===== config.mk =====
export PLATFORM = sky130hd
export DESIGN_NAME = asw_ctrl
export DESIGN_NICKNAME = d
export VERILOG_FILES = /design/src/rtl/asw_pkg.sv /design/src/rtl/asw_ctrl.sv
export SDC_FILE = /design/constraint.sdc
export NUM_CORES = 1
export LEC_CHECK = 0
export ABC_AREA = 1
export BUFFER_PORTS_ARGS = -buffer_cell sky130_fd_sc_hd__buf_2
export CORE_MARGIN = 2
export CORE_UTILIZATION = 61
export CTS_CLUSTER_SIZE = 28
export DETAILED_ROUTE_END_ITERATION = 10
export GPL_ROUTABILITY_DRIVEN = 0
export GPL_TIMING_DRIVEN = 0
export HOLD_SLACK_MARGIN = 0.03
export MAX_ROUTING_LAYER = met4
export PLACE_DENSITY_LB_ADDON = 0.08
export SKIP_CTS_REPAIR_TIMING = 1
export SYNTH_ARGS = -nofsm -noshare
export SYNTH_HDL_FRONTEND = slang
export SYNTH_SLANG_ARGS = --single-unit

===== constraint.sdc =====
create_clock -name pclk -period 3.3 [get_ports pclk]
set_input_delay 0.495 -clock pclk [delete_from_list [all_inputs] [get_ports pclk]]
set_output_delay 0.495 -clock pclk [all_outputs]
set_load 0.01 [all_outputs]

===== src/rtl/asw_pkg.sv =====
// constants shared by the converter scan and watchdog control block
`default_nettype none
package asw_pkg;
	// control word indices; each word sits at four times its index on the apb port
	localparam logic [7:0] IDX_CTRL_ONE  = 8'hfc;
	localparam logic [7:0] IDX_CTRL_TWO  = 8'hfd;
	localparam logic [11:0] ADDR_CTRL_ONE = {2'b00, IDX_CTRL_ONE, 2'b00};
	localparam logic [11:0] ADDR_CTRL_TWO = {2'b00, IDX_CTRL_TWO, 2'b00};
	localparam logic [11:0] ADDR_IRQ_CTRL = 12'h400;
	localparam logic [11:0] ADDR_CMP_RES  = 12'h404;
	localparam logic [11:0] ADDR_THR_BASE = 12'h410;
	localparam logic [11:0] ADDR_DATA_BASE = 12'h500;
	// control one fields
	localparam int CH_FIRST_LSB = 4;
	localparam int WATCH_PAIR_LSB = 0;
	// control two fields
	localparam int DIV_LSB     = 5;
	localparam int REPEAT_BIT  = 4;
	localparam int GO_BIT      = 3;
	localparam int PIN_EN_BIT  = 2;
	localparam int TMR_EN_BIT  = 1;
	localparam int BIAS_BIT    = 0;
	// interrupt control fields
	localparam int WATCH_FLAG_BIT = 6;
	localparam int EOC_FLAG_BIT   = 5;
	localparam int WATCH_MASK_BIT = 4;
	localparam int EOC_MASK_BIT   = 3;
	localparam int LEVEL_LSB      = 0;
	// compare result flag positions, top four bits
	localparam int CMP_A_UP_BIT = 7;
	localparam int CMP_A_LO_BIT = 6;
	localparam int CMP_B_UP_BIT = 5;
	localparam int CMP_B_LO_BIT = 4;
	// reset values
	localparam logic [7:0] CTRL_ONE_RST = 8'h00;
	localparam logic [7:0] CTRL_TWO_RST = 8'h00;
	localparam logic [7:0] IRQ_CTRL_RST = 8'h00;
	// timing, in analog clock units per divider step
	localparam int SAMPLE_UNITS = 8;
	localparam int CONV_UNITS   = 28;
	localparam int PRE_DIV      = 2;
	localparam logic [3:0] LAST_CH = 4'hf;
endpackage
`default_nettype wire


===== src/rtl/asw_ctrl.sv =====
// converter scan, trigger, window watchdog and request control
//
// Chosen here: the APB slave port.
`default_nettype none
module asw_ctrl #(
	parameter int RES_W = 10
) (
	input  wire logic        pclk,
	input  wire logic        presetn,
	input  wire logic        psel,
	input  wire logic        penable,
	input  wire logic        pwrite,
	input  wire logic [11:0] paddr,
	input  wire logic [31:0] pwdata,
	output logic      [31:0] prdata,
	output logic             pready,
	output logic             pslverr,
	input  wire logic        external_trigger_pin,
	input  wire logic        timer_trigger,
	input  wire logic        halt_entry,
	input  wire logic [RES_W-1:0] conv_result,
	output logic      [3:0]  mux_channel,
	output logic             sample_hold,
	output logic             analog_bias_enable,
	output logic             watch_irq,
	output logic             eoc_irq,
	output logic      [2:0]  irq_level
);
	// the result split and the window compare are written for ten bits
	if (RES_W != 10) begin : g_res_w_check
		$error("asw_ctrl serves only 10-bit results");
	end
	// unit counter is six bits and the sample phase must be the shorter one
	if (asw_pkg::CONV_UNITS > 64 || asw_pkg::SAMPLE_UNITS >= asw_pkg::CONV_UNITS) begin : g_unit_check
		$error("asw_ctrl unit counts do not fit the six-bit counter");
	end

	typedef enum logic [1:0] {ST_IDLE, ST_SAMPLE, ST_CONVERT} asw_state_e;

	typedef struct packed {
		logic [7:0]  ctrl_one;
		logic [7:0]  ctrl_two;
		logic [7:0]  irq_ctrl;
		logic [7:0]  cmp_res;
		logic [3:0][9:0] thr;      // a upper, a lower, b upper, b lower
		logic [15:0][9:0] data;
		asw_state_e  state;
		logic [3:0]  chan;
		logic [2:0]  pre_cnt;
		logic        half;
		logic [5:0]  unit_cnt;
		logic        pin_q;
		logic        tmr_q;
		logic [31:0] prdata;
		logic        pready;
		logic        pslverr;
		logic        watch_irq;
		logic        eoc_irq;
		logic        sample_hold;
	} asw_s;

	asw_s s_q, s_d;

	// divider value of zero is taken as one so the counter never stalls
	function automatic logic [2:0] div_val(input logic [7:0] c2);
		div_val = (c2[asw_pkg::DIV_LSB +: 3] == 3'h0) ? 3'h1 : c2[asw_pkg::DIV_LSB +: 3];
	endfunction

	// prescaler wraps after div value periods of pclk divided by two
	function automatic logic pre_wrap(input logic [2:0] cnt, input logic [7:0] c2);
		pre_wrap = (cnt >= div_val(c2) - 3'h1);
	endfunction

	// field views of the control words
	function automatic logic [3:0] first_chan(input logic [7:0] c1);
		first_chan = c1[asw_pkg::CH_FIRST_LSB +: 4];
	endfunction

	function automatic logic [3:0] watch_pair(input logic [7:0] c1);
		watch_pair = c1[asw_pkg::WATCH_PAIR_LSB +: 4];
	endfunction

	// a phase ends on the tick that completes its last unit
	function automatic logic last_unit(input logic [5:0] cnt, input int units);
		last_unit = (cnt == 6'(units - 1));
	endfunction

	// falling edge of a trigger, counted only while its enable is set
	function automatic logic gated_fall(input logic prev, input logic now, input logic en);
		gated_fall = prev & ~now & en;
	endfunction

	// address decode, shared by the write, read and error paths
	function automatic logic hit_ctrl_one(input logic [11:0] a);
		hit_ctrl_one = (a == asw_pkg::ADDR_CTRL_ONE);
	endfunction

	function automatic logic hit_ctrl_two(input logic [11:0] a);
		hit_ctrl_two = (a == asw_pkg::ADDR_CTRL_TWO);
	endfunction

	function automatic logic hit_irq_ctrl(input logic [11:0] a);
		hit_irq_ctrl = (a == asw_pkg::ADDR_IRQ_CTRL);
	endfunction

	function automatic logic hit_cmp_res(input logic [11:0] a);
		hit_cmp_res = (a == asw_pkg::ADDR_CMP_RES);
	endfunction

	function automatic logic hit_thr(input logic [11:0] a);
		hit_thr = (a[11:4] == asw_pkg::ADDR_THR_BASE[11:4]);
	endfunction

	// sixteen channel pairs, high word then low word
	function automatic logic hit_data(input logic [11:0] a);
		hit_data = (a[11:7] == asw_pkg::ADDR_DATA_BASE[11:7]);
	endfunction

	function automatic logic hit_any(input logic [11:0] a);
		hit_any = hit_ctrl_one(a) || hit_ctrl_two(a) || hit_irq_ctrl(a)
			|| hit_cmp_res(a) || hit_thr(a) || hit_data(a);
	endfunction

	// high word of a stored result
	function automatic logic [7:0] res_high(input logic [9:0] r);
		res_high = r[9:2];
	endfunction

	// low word carries the two lsbs at the top, the rest reads zero
	function automatic logic [7:0] res_low(input logic [9:0] r);
		res_low = {r[1:0], 6'h00};
	endfunction

	// pair low channel 15 has no upper neighbour, so only watchdog a runs there
	function automatic logic is_watch_a(input logic [3:0] ch, input logic [3:0] lo);
		is_watch_a = (ch == lo);
	endfunction

	function automatic logic is_watch_b(input logic [3:0] ch, input logic [3:0] lo);
		is_watch_b = (lo != asw_pkg::LAST_CH) && (ch == lo + 4'h1);
	endfunction

	// upper limit itself is already out of range, lower limit itself is not
	function automatic logic over_upper(input logic [9:0] r, input logic [9:0] up);
		over_upper = (r >= up);
	endfunction

	function automatic logic under_lower(input logic [9:0] r, input logic [9:0] lo);
		under_lower = (r < lo);
	endfunction

	// read view of every mapped word; holes read zero
	function automatic logic [31:0] read_word(input asw_s s, input logic [11:0] a);
		read_word = 32'h0;
		if (hit_ctrl_one(a)) begin
			read_word[7:0] = s.ctrl_one;
		end else if (hit_ctrl_two(a)) begin
			read_word[7:0] = s.ctrl_two;
		end else if (hit_irq_ctrl(a)) begin
			read_word[7:0] = s.irq_ctrl;
		end else if (hit_cmp_res(a)) begin
			read_word[7:0] = s.cmp_res;
		end else if (hit_thr(a)) begin
			read_word[9:0] = s.thr[a[3:2]];
		end else if (hit_data(a)) begin
			// high word at even index, low at odd
			if (a[2]) begin
				read_word[7:0] = res_low(s.data[a[6:3]]);
			end else begin
				read_word[7:0] = res_high(s.data[a[6:3]]);
			end
		end
	endfunction

	logic        acc;
	logic        trig_pin_fall;
	logic        trig_tmr_fall;
	logic        tick;
	logic [3:0]  pair_lo;
	logic [9:0]  res;

	always_comb begin
		s_d = s_q;
		acc = psel & penable & ~s_q.pready;
		s_d.pready = acc;
		s_d.pslverr = 1'b0;
		s_d.pin_q = external_trigger_pin;
		s_d.tmr_q = timer_trigger;
		trig_pin_fall = gated_fall(s_q.pin_q, external_trigger_pin,
			s_q.ctrl_two[asw_pkg::PIN_EN_BIT]);
		trig_tmr_fall = gated_fall(s_q.tmr_q, timer_trigger,
			s_q.ctrl_two[asw_pkg::TMR_EN_BIT]);
		tick = 1'b0;
		res = conv_result;
		pair_lo = watch_pair(s_q.ctrl_one);

		// prescaler: divide by two then by div value
		if (s_q.state != ST_IDLE) begin
			s_d.half = ~s_q.half;
			if (s_q.half) begin
				if (pre_wrap(s_q.pre_cnt, s_q.ctrl_two)) begin
					s_d.pre_cnt = 3'h0;
					tick = 1'b1;
				end else begin
					s_d.pre_cnt = s_q.pre_cnt + 3'h1;
				end
			end
		end else begin
			s_d.half = 1'b0;
			s_d.pre_cnt = 3'h0;
		end

		// writes take effect on the edge that raises pready
		if (acc && pwrite) begin
			if (hit_ctrl_one(paddr)) begin
				s_d.ctrl_one = pwdata[7:0];
			end else if (hit_ctrl_two(paddr)) begin
				s_d.ctrl_two = pwdata[7:0];
			end else if (hit_irq_ctrl(paddr)) begin
				s_d.irq_ctrl = pwdata[7:0];
				// a hardware set later in this process still wins over this clear
				if (!pwdata[asw_pkg::WATCH_FLAG_BIT]) begin
					s_d.cmp_res = 8'h00;
				end
			end else if (hit_thr(paddr)) begin
				s_d.thr[paddr[3:2]] = pwdata[9:0];
			end else begin
				// conversion results are read only, writes there are dropped without an error; compare result writes error
				s_d.pslverr = ~hit_data(paddr);
			end
		end else if (acc) begin
			s_d.pslverr = ~hit_any(paddr);
		end

		// triggers gated, ORed, ignored while go set; bias not required
		if (!s_q.ctrl_two[asw_pkg::GO_BIT] && (trig_pin_fall || trig_tmr_fall)) begin
			s_d.ctrl_two[asw_pkg::GO_BIT] = 1'b1;
		end

		// scan sequencer
		case (s_q.state)
			ST_IDLE: begin
				if (s_q.ctrl_two[asw_pkg::GO_BIT]) begin
					s_d.state = ST_SAMPLE;
					s_d.chan = first_chan(s_q.ctrl_one);
					s_d.unit_cnt = 6'h0;
				end
			end
			ST_SAMPLE: begin
				if (tick) begin
					s_d.unit_cnt = s_q.unit_cnt + 6'h1;
					if (last_unit(s_q.unit_cnt, asw_pkg::SAMPLE_UNITS)) s_d.state = ST_CONVERT;
				end
			end
			ST_CONVERT: begin
				if (tick) begin
					s_d.unit_cnt = s_q.unit_cnt + 6'h1;
					if (last_unit(s_q.unit_cnt, asw_pkg::CONV_UNITS)) begin
						s_d.data[s_q.chan] = res;
						// window check on the watched pair
						if (is_watch_a(s_q.chan, pair_lo)) begin
							if (over_upper(res, s_q.thr[0])) begin
								s_d.cmp_res[asw_pkg::CMP_A_UP_BIT] = 1'b1;
								s_d.irq_ctrl[asw_pkg::WATCH_FLAG_BIT] = 1'b1;
							end
							if (under_lower(res, s_q.thr[1])) begin
								s_d.cmp_res[asw_pkg::CMP_A_LO_BIT] = 1'b1;
								s_d.irq_ctrl[asw_pkg::WATCH_FLAG_BIT] = 1'b1;
							end
						end
						if (is_watch_b(s_q.chan, pair_lo)) begin
							if (over_upper(res, s_q.thr[2])) begin
								s_d.cmp_res[asw_pkg::CMP_B_UP_BIT] = 1'b1;
								s_d.irq_ctrl[asw_pkg::WATCH_FLAG_BIT] = 1'b1;
							end
							if (under_lower(res, s_q.thr[3])) begin
								s_d.cmp_res[asw_pkg::CMP_B_LO_BIT] = 1'b1;
								s_d.irq_ctrl[asw_pkg::WATCH_FLAG_BIT] = 1'b1;
							end
						end
						s_d.unit_cnt = 6'h0;
						if (s_q.chan == asw_pkg::LAST_CH) begin
							s_d.irq_ctrl[asw_pkg::EOC_FLAG_BIT] = 1'b1;
							if (!s_q.ctrl_two[asw_pkg::REPEAT_BIT] ||
								!s_d.ctrl_two[asw_pkg::GO_BIT]) begin
								s_d.ctrl_two[asw_pkg::GO_BIT] = 1'b0;
								s_d.state = ST_IDLE;
							end else begin
								s_d.chan = first_chan(s_q.ctrl_one);
								s_d.state = ST_SAMPLE;
							end
						end else begin
							s_d.chan = s_q.chan + 4'h1;
							s_d.state = ST_SAMPLE;
						end
					end
				end
			end
			default: s_d.state = ST_IDLE;
		endcase

		// halt forces bias off
		if (halt_entry) s_d.ctrl_two[asw_pkg::BIAS_BIT] = 1'b0;

		// read data stands only in the pready cycle, zero otherwise
		s_d.prdata = 32'h0;
		if (acc && !pwrite) begin
			s_d.prdata = read_word(s_q, paddr);
		end

		// watchdog first; end-of-conversion stays pending in its flag
		s_d.watch_irq = 1'b0;
		s_d.eoc_irq = 1'b0;
		if (s_q.irq_ctrl[asw_pkg::WATCH_FLAG_BIT] && s_q.irq_ctrl[asw_pkg::WATCH_MASK_BIT]) begin
			s_d.watch_irq = 1'b1;
		end else if (s_q.irq_ctrl[asw_pkg::EOC_FLAG_BIT] && s_q.irq_ctrl[asw_pkg::EOC_MASK_BIT]) begin
			s_d.eoc_irq = 1'b1;
		end
		s_d.sample_hold = (s_d.state == ST_SAMPLE);
	end

	always_ff @(posedge pclk or negedge presetn) begin
		if (!presetn) begin
			s_q <= '0;
			s_q.ctrl_one <= asw_pkg::CTRL_ONE_RST;
			s_q.ctrl_two <= asw_pkg::CTRL_TWO_RST;
			s_q.irq_ctrl <= asw_pkg::IRQ_CTRL_RST;
			s_q.pin_q <= 1'b1;
			s_q.tmr_q <= 1'b1;
		end else begin
			s_q <= s_d;
		end
	end

	assign prdata = s_q.prdata;
	assign pready = s_q.pready;
	assign pslverr = s_q.pslverr;
	assign mux_channel = s_q.chan;
	assign sample_hold = s_q.sample_hold;
	assign analog_bias_enable = s_q.ctrl_two[asw_pkg::BIAS_BIT];
	assign watch_irq = s_q.watch_irq;
	assign eoc_irq = s_q.eoc_irq;
	assign irq_level = s_q.irq_ctrl[asw_pkg::LEVEL_LSB +: 3];
endmodule
`default_nettype wire


==> flow_results.xml, run 1 <==
<?xml version="1.0" encoding="UTF-8"?>
<metrics>
  <group name="clocking">
    <metric name="clock-root-buffer" unit="">clkbuf_16</metric>
    <metric name="clk-insertion-delay-late" unit="ps">560</metric>
    <metric name="clock_tree_buffer_depth" unit="">3</metric>
    <metric name="cts-htree-levels" unit="">1</metric>
    <metric name="tritoncts.num_buffers" unit="">28</metric>
    <metric name="clk_pin_slew_worst_paths" unit="ps">60</metric>
    <metric name="clock-sinks" unit="">261</metric>
    <metric name="cts_tree" unit="">done</metric>
  </group>
  <group name="global_route">
    <metric name="grt_antenna_before_repair" unit="">0</metric>
    <metric name="grt_max_degree" unit="">122</metric>
    <metric name="grt_use_met1" unit="%">48.59</metric>
    <metric name="grt_usage" unit="%">36.58</metric>
    <metric name="global_route.usage.met2" unit="%">56.66</metric>
    <metric name="number_of_global_route_vias_before_repair" unit="">11810</metric>
    <metric name="grt_busiest_layer" unit="">met2</metric>
    <metric name="grtUsageMet3" unit="%">5.750</metric>
    <metric name="first_pass_grt_wire_length" unit="microns">65220</metric>
    <metric name="overflow" unit="">0</metric>
  </group>
  <group name="logic_synthesis">
    <metric name="synth_top_area_share" unit="%">47.51</metric>
    <metric name="synthFlopType" unit="">dfrtp_1</metric>
    <metric name="netlist-cell-type-count" unit="">50</metric>
    <metric name="post_synthesis_instance_total" unit="">1689</metric>
    <metric name="ys_async_sr_fraction" unit="%">100.0</metric>
    <metric name="yosysWarnings" unit="">0</metric>
    <metric name="synth.area.top_cells" unit="">dfrtp_1, nand2_1, o21ai_0, ha_1, nor2_1</metric>
    <metric name="cell_type_with_the_highest_aggregate_area_in_the_netlist" unit="">dfrtp_1</metric>
    <metric name="synth_enable_flop_cells" unit="">0</metric>
    <metric name="synth_cell_area" unit="sq mm">0.01364</metric>
    <metric name="synth.avg_cell_area" unit="sq um">8.077</metric>
    <metric name="synth_seq_area_share" unit="%">47.90</metric>
    <metric name="synth-seq-cells" unit="">261</metric>
  </group>
  <group name="layout">
    <metric name="post_route_cells_drive_above_1_share" unit="%">12.21</metric>
    <metric name="leading_cell_type_in_the_layout_fill_and_taps_excluded" unit="">nand2_1</metric>
    <metric name="area_delta_synth_final" unit="%">12.69</metric>
    <metric name="finish.net_count" unit="">1920</metric>
    <metric name="most-common-layout-cells" unit="">nand2_1, o21ai_0, dfrtp_1, nor2_1, inv_1</metric>
    <metric name="antenna_cells" unit="">0</metric>
    <metric name="fillCellCount" unit="">1843</metric>
    <metric name="layout.cell_area.non_filler" unit="sq mm">0.01537</metric>
  </group>
  <group name="setup_path">
    <metric name="end_kind" unit="">register</metric>
    <metric name="critical-path-max-stage-delay" unit="ps">430</metric>
    <metric name="critPathBufInv" unit="">3</metric>
    <metric name="path_max_fanout" unit="">10</metric>
    <metric name="cp_cell_sequence" unit="">nor2_1, nor2_1, ha_1, xnor2_1, ha_1, inv_1, o2111ai_2, nand3_2, nor2_4, inv_4, nor2_4, nand2_1, clkbuf_1, o21ai_0</metric>
    <metric name="crit_arrival" unit="ps">3560</metric>
    <metric name="timing.critical_path.max_delay_family" unit="">simple AND/OR/NAND/NOR gates</metric>
    <metric name="required_time_worst_endpoint" unit="ps">3760</metric>
    <metric name="worst_path_max_delay_cell" unit="">dfrtp_1</metric>
    <metric name="worst_r2r_startpoint" unit="">s_q[277]</metric>
    <metric name="critPathLaunchType" unit="">register</metric>
    <metric name="critical_path.startpoint" unit="">s_q[277]</metric>
    <metric name="setup.worst_path.class" unit="">reg2reg</metric>
  </group>
  <group name="detailed_routing">
    <metric name="route.vias.total" unit="">12460</metric>
    <metric name="wirelength" unit="microns">41890</metric>
    <metric name="vias_per_cell" unit="">5.914</metric>
    <metric name="number_of_optimization_iterations_in_the_first_detailed_route_pass" unit="">6</metric>
    <metric name="antenna_violating_nets_post_route" unit="">0</metric>
    <metric name="drt-wirelength-per-cell" unit="microns">19.89</metric>
    <metric name="drcViolationCount" unit="">0</metric>
    <metric name="first_iter_violations" unit="">1532</metric>
  </group>
  <group name="sta">
    <metric name="rsz0062_at_grt" unit="">no</metric>
    <metric name="clock-skew-final" unit="ps">22.88</metric>
    <metric name="timing_max_transition_violations_final" unit="">0</metric>
    <metric name="slew_headroom" unit="%">30.83</metric>
    <metric name="worst_slew_pin_slew" unit="ps">1037</metric>
    <metric name="timing_limited_maximum_frequency" unit="MHz">322.7</metric>
    <metric name="fin_crit_sh" unit="%">93.90</metric>
    <metric name="report.final.setup_viol" unit="">0</metric>
    <metric name="post-route-min-period" unit="ps">3099</metric>
    <metric name="hold_slack" unit="ps">51.77</metric>
    <metric name="final_hold_viol_count" unit="">0</metric>
  </group>
  <group name="power">
    <metric name="cellLeakagePower" unit="nW">7.514</metric>
    <metric name="power_per_cell_area" unit="mW/mm^2">455.8</metric>
    <metric name="peakVddDrop" unit="V">0.0004006</metric>
    <metric name="report.power.total" unit="mW">7.007</metric>
  </group>
  <group name="die">
    <metric name="io-pin-count" unit="">107</metric>
    <metric name="coreArea" unit="sq mm">0.02189</metric>
    <metric name="die_w" unit="microns">153.5</metric>
    <metric name="die_y" unit="microns">153.5</metric>
    <metric name="placementRows" unit="">54</metric>
    <metric name="initial_utilization" unit="%">62.32</metric>
    <metric name="die-area" unit="sq mm">0.02358</metric>
  </group>
  <group name="place">
    <metric name="placement.io_buffers" unit="">61</metric>
    <metric name="place_area" unit="sq mm">0.01444</metric>
    <metric name="place.detailed.hpwl" unit="microns">29730</metric>
  </group>
  <group name="outcome">
    <metric name="outcome" unit="">finished clean</metric>
  </group>
  <group name="min_path">
    <metric name="hold_start" unit="">timer_trigger</metric>
    <metric name="hp-class" unit="">in2reg</metric>
  </group>
  <group name="run">
    <metric name="drv_cap" unit="">0</metric>
  </group>
</metrics>
metal layers:
metal,share of wire [%],vias to the layer above,wire (microns)
met4,4.8,0,1998
met2,46,684,19440
met5,0,-,0
met1,40,5886,16760
met3,8.8,145,3683
li1,-,5740,-
kinds of logic after synthesis:
logic type / count (synthesis) / synth area share (%)
XOR/XNOR: 10 / 0.6420
flip-flops: 261 / 47.90
AND/OR/NAND/NOR: 643 / 19.77
other: 1 / 0.02749
buffers and inverters: 281 / 9.392
adder cells (fa/ha/maj): 54 / 4.953
AO/OA/AOI/OAI: 439 / 17.33
cells in the mapped netlist (all sizes together), types with 5 or more instances:
library cell	instances
nand2	377
o21ai	343
dfrtp	259
nor2	185
inv	156
buf	73
ha	54
clkbuf	50
nand3	41
a21oi	33
nor3	25
o22ai	18
o2111ai	14
nand4	9
o211ai	9
xnor2	6
a31oi	5
o221ai	5
through the flow:
stage          cells  worst slack, ps  setup TNS [ps]  utilization, %
2_1_floorplan   1710            891.3               0               -
3_3_place_gp    2051            -2925         -755100           65.67
3_5_place_dp    2053            194.2               0           65.97
4_1_cts         2105            205.0               0           70.17
5_1_grt         2106            16.67               0           70.23
6_report        2106            201.4               0           70.23
cell type report:
type                    instances  area [sq um]  share of cell area [%]
clock buffers                  37         774.5                   5.038
multi-input cells            1168          5906                   38.41
plain buffers                 123         680.7                   4.427
clock inverters                15         145.1                  0.9441
inverters                     158         603.1                   3.923
repair buffers                 64         380.4                   2.474
well taps                     280         350.3                   2.279
flip-flops and latches        261          6534                   42.50
path summary, 6_finish.rpt:
| kind | end | depth (start not counted) | slack, ps |
|---|---|---|---|
| max in group asynchronous | s_q[229] | 3 | 2060 |
| hold / removal | s_q[37] | 1 | 50 |
| setup reg to reg | s_q[179] | 14 | 200 |
| min in group asynchronous | s_q[104] | 2 | 360 |
| hold reg to reg | s_q[134] | 2 | 480 |
| setup / recovery | s_q[179] | 14 | 200 |
state kept, by name, indices dropped and copies added (netlist names):
register            flops
eoc_irq                 1
pslverr                 1
s_q                   234
pair_lo                 4
mux_channel             4
sample_hold             1
prdata                 10
analog_bias_enable      1
watch_irq               1
pready                  1
irq_level               3
power breakdown:
group / internal (mW) / switching (mW) / leakage (nW) / total, mW
Clock: 1.81 / 1.34 / 0.454 / 3.15
Sequential: 3.22 / 0.0141 / 2.78 / 3.23
Combinational: 0.165 / 0.459 / 4.28 / 0.624
Total: 5.20 / 1.81 / 7.51 / 7.01
worst reg2reg max path, stage by stage, from the launching register on:
cell and delay, ps:
dfrtp_1 430, nor2_1 120, nor2_1 60, ha_1 190, xnor2_1 130, ha_1 310, inv_1 60, o2111ai_2 300
nand3_2 180, nor2_4 250, inv_4 140, nor2_4 160, nand2_1 160, clkbuf_1 260, o21ai_0 260
(Power assumes the default switching activity.)
==> run 2, diff against run 1 <==
Settings changed: GPL_TIMING_DRIVEN 0 to unset.
==> run 2 against run 1 <==
Global-route usage fell by 4.4 points. Via count fell by 7.3%. Clock skew fell by 15 ps. Die area did not move. Clock-buffer cell count fell by 2. Wire length fell by 13%. Sequential share of layout area rose by 0.87 points. Largest power group is now the clock network.
==> flow_results.xml, run 2 (same netlist as run 1, synthesis figures left out) <==
<?xml version="1.0" encoding="UTF-8"?>
<metrics>
  <group name="power">
    <metric name="proportion_of_total_power_due_to_net_switching" unit="%">24.50</metric>
    <metric name="report.power.total" unit="mW">7.195</metric>
    <metric name="fraction_of_power_consumed_by_the_clock_network" unit="%">47.1</metric>
    <metric name="combinationalPowerShare" unit="%">8.0</metric>
    <metric name="power_switching" unit="mW">1.763</metric>
    <metric name="internal_power" unit="mW">5.432</metric>
    <metric name="peakVddDrop" unit="V">0.0004202</metric>
    <metric name="cellLeakagePower" unit="nW">7.322</metric>
    <metric name="sequentialPowerShare" unit="%">45.0</metric>
    <metric name="power_per_cell_area" unit="mW/mm^2">477.6</metric>
  </group>
  <group name="sta">
    <metric name="rsz0062_at_grt" unit="">no</metric>
    <metric name="final_hold_viol_count" unit="">0</metric>
    <metric name="timing_max_transition_violations_final" unit="">0</metric>
    <metric name="slew_headroom" unit="%">51.91</metric>
    <metric name="hold_slack" unit="ps">55.05</metric>
    <metric name="timing_limited_maximum_frequency" unit="MHz">347.4</metric>
    <metric name="worst_path_setup_slack_after_routing" unit="ps">421.3</metric>
    <metric name="worst_slew_pin_slew" unit="ps">718.6</metric>
    <metric name="report.final.setup_viol" unit="">0</metric>
    <metric name="post-route-min-period" unit="ps">2879</metric>
    <metric name="clock-skew-final" unit="ps">7.405</metric>
    <metric name="fin_crit_sh" unit="%">87.23</metric>
    <metric name="setup_total_negative_slack" unit="ps">0</metric>
  </group>
  <group name="layout">
    <metric name="most-common-layout-cells" unit="">nand2_1, o21ai_0, dfrtp_1, nor2_1, inv_1</metric>
    <metric name="largest_register_ff_count" unit="">234</metric>
    <metric name="finish.net_count" unit="">1836</metric>
    <metric name="largest_register" unit="">s_q</metric>
    <metric name="leading_cell_type_in_the_layout_fill_and_taps_excluded" unit="">nand2_1</metric>
    <metric name="post_route_cells_drive_above_1_share" unit="%">10.45</metric>
    <metric name="area_delta_synth_final" unit="%">10.43</metric>
    <metric name="finalCoreUtilization" unit="%">68.82</metric>
    <metric name="antenna_cells" unit="">0</metric>
  </group>
  <group name="min_path">
    <metric name="hold_start" unit="">timer_trigger</metric>
    <metric name="worst_hold_path.num_cells" unit="">1</metric>
    <metric name="hp-class" unit="">in2reg</metric>
    <metric name="endpoint_with_the_worst_hold_slack" unit="">s_q[37]</metric>
  </group>
  <group name="die">
    <metric name="initial_utilization" unit="%">62.32</metric>
    <metric name="die-area" unit="sq mm">0.02358</metric>
    <metric name="io-pin-count" unit="">107</metric>
    <metric name="placementRows" unit="">54</metric>
    <metric name="die_y" unit="microns">153.5</metric>
    <metric name="coreArea" unit="sq mm">0.02189</metric>
    <metric name="die_w" unit="microns">153.5</metric>
  </group>
  <group name="global_route">
    <metric name="number_of_global_route_vias_before_repair" unit="">10890</metric>
    <metric name="grt_max_degree" unit="">84</metric>
    <metric name="first_pass_grt_wire_length" unit="microns">58980</metric>
    <metric name="grt_usage" unit="%">32.18</metric>
    <metric name="overflow" unit="">0</metric>
    <metric name="grt_antenna_before_repair" unit="">0</metric>
  </group>
  <group name="setup_path">
    <metric name="crit_arrival" unit="ps">3280</metric>
    <metric name="critPathLaunchType" unit="">register</metric>
    <metric name="critical_path.reg2reg.endpoint" unit="">s_q[173]</metric>
    <metric name="required_time_worst_endpoint" unit="ps">3700</metric>
    <metric name="worst_r2r_startpoint" unit="">s_q[277]</metric>
    <metric name="setup.reg_to_reg.worst_slack" unit="ps">420</metric>
    <metric name="cp_cell_sequence" unit="">nor2_1, nor2_1, ha_1, xnor2_1, ha_1, inv_1, o2111ai_2, nand3_2, nor2_4, inv_4, nor2_4, nand2_1, nand2_1, o21ai_0</metric>
    <metric name="path_depth" unit="">14</metric>
    <metric name="end_kind" unit="">register</metric>
    <metric name="register_to_register_path_depth" unit="">14</metric>
    <metric name="timing.critical_path.max_delay_family" unit="">simple AND/OR/NAND/NOR gates</metric>
    <metric name="worst_path_max_delay_cell" unit="">dfrtp_1</metric>
    <metric name="path_max_fanout" unit="">20</metric>
    <metric name="setup.worst_path.class" unit="">reg2reg</metric>
    <metric name="critical-path-max-stage-delay" unit="ps">410</metric>
    <metric name="critPathBufInv" unit="">2</metric>
  </group>
  <group name="place">
    <metric name="dp_worst_setup_slack" unit="ps">451.0</metric>
    <metric name="placement.io_buffers" unit="">62</metric>
    <metric name="place.detailed.hpwl" unit="microns">24770</metric>
  </group>
  <group name="detailed_routing">
    <metric name="drcViolationCount" unit="">0</metric>
    <metric name="wirelength" unit="microns">36580</metric>
    <metric name="route.vias.total" unit="">11550</metric>
    <metric name="number_of_optimization_iterations_in_the_first_detailed_route_pass" unit="">6</metric>
    <metric name="first_iter_violations" unit="">1258</metric>
    <metric name="antenna_violating_nets_post_route" unit="">0</metric>
    <metric name="vias_per_cell" unit="">5.712</metric>
    <metric name="drt-wirelength-per-cell" unit="microns">18.09</metric>
  </group>
  <group name="clocking">
    <metric name="cts-htree-levels" unit="">1</metric>
    <metric name="clk-insertion-delay-late" unit="ps">540</metric>
    <metric name="clock-sinks" unit="">261</metric>
    <metric name="clock_tree_buffer_depth" unit="">3</metric>
    <metric name="cts_tree" unit="">done</metric>
    <metric name="tritoncts.num_buffers" unit="">28</metric>
    <metric name="clock-root-buffer" unit="">clkbuf_16</metric>
    <metric name="clk_pin_slew_worst_paths" unit="ps">60</metric>
  </group>
  <group name="outcome">
    <metric name="outcome" unit="">finished clean</metric>
  </group>
  <group name="run">
    <metric name="drv_cap" unit="">0</metric>
  </group>
</metrics>
==> run 2: worst register-to-register path, stage by stage, from the launching register on <==
cell and delay, ps:
dfrtp_1 410, nor2_1 110, nor2_1 60, ha_1 180, xnor2_1 120, ha_1 310
inv_1 50, o2111ai_2 280, nand3_2 170, nor2_4 140, inv_4 100, nor2_4 140
nand2_1 390, nand2_1 180, o21ai_0 90
==> run 2: area by class of cell <==
class	count	area [sq um]
repair buffers	103	668.1
well taps	280	350.3
inverters	158	603.1
clock buffers	35	778.2
multi-input cells	1168	5906
fillers	1854	6827
flip-flops and latches	261	6534
clock inverters	17	225.2
==> run 2: worst max-delay path by stage <==
stage | startpoint | slack (ps) | end
6_report | s_q[277] | 420 | s_q[173]
5_1_grt | s_q[277] | 110 | s_q[173]
4_1_cts | s_q[277] | 440 | s_q[173]
3_5_place_dp | s_q[277] | 450 | s_q[173]
3_3_place_gp | s_q[277] | 510 | s_q[166]
2_1_floorplan | s_q[277] | 890 | s_q[66]
==> run 2: through the flow <==
stage               std cells  instance area, sq um
floorplan                1710                 13720
global placement         1969                 14050
detailed placement       1969                 14050
CTS                      2021                 15050
global route             2022                 15060
finish                   2022                 15060
==> run 2: routing by layer <==
metal  routed length (microns)  track usage (%)
met4                      1417            10.92
met2                     16620            48.97
met3                      2324            3.720
met1                     16210            45.49
met5                         0                -
==> run 2: power groups by stage <==
stage	combinational, mW	clock, mW	sequential (mW)
floorplan	0.331	0	3.29
global placement	0.558	0	3.29
detailed placement	0.568	0	3.29
CTS	0.570	3.41	3.23
global route	0.646	3.54	3.23
finish	0.574	3.39	3.23
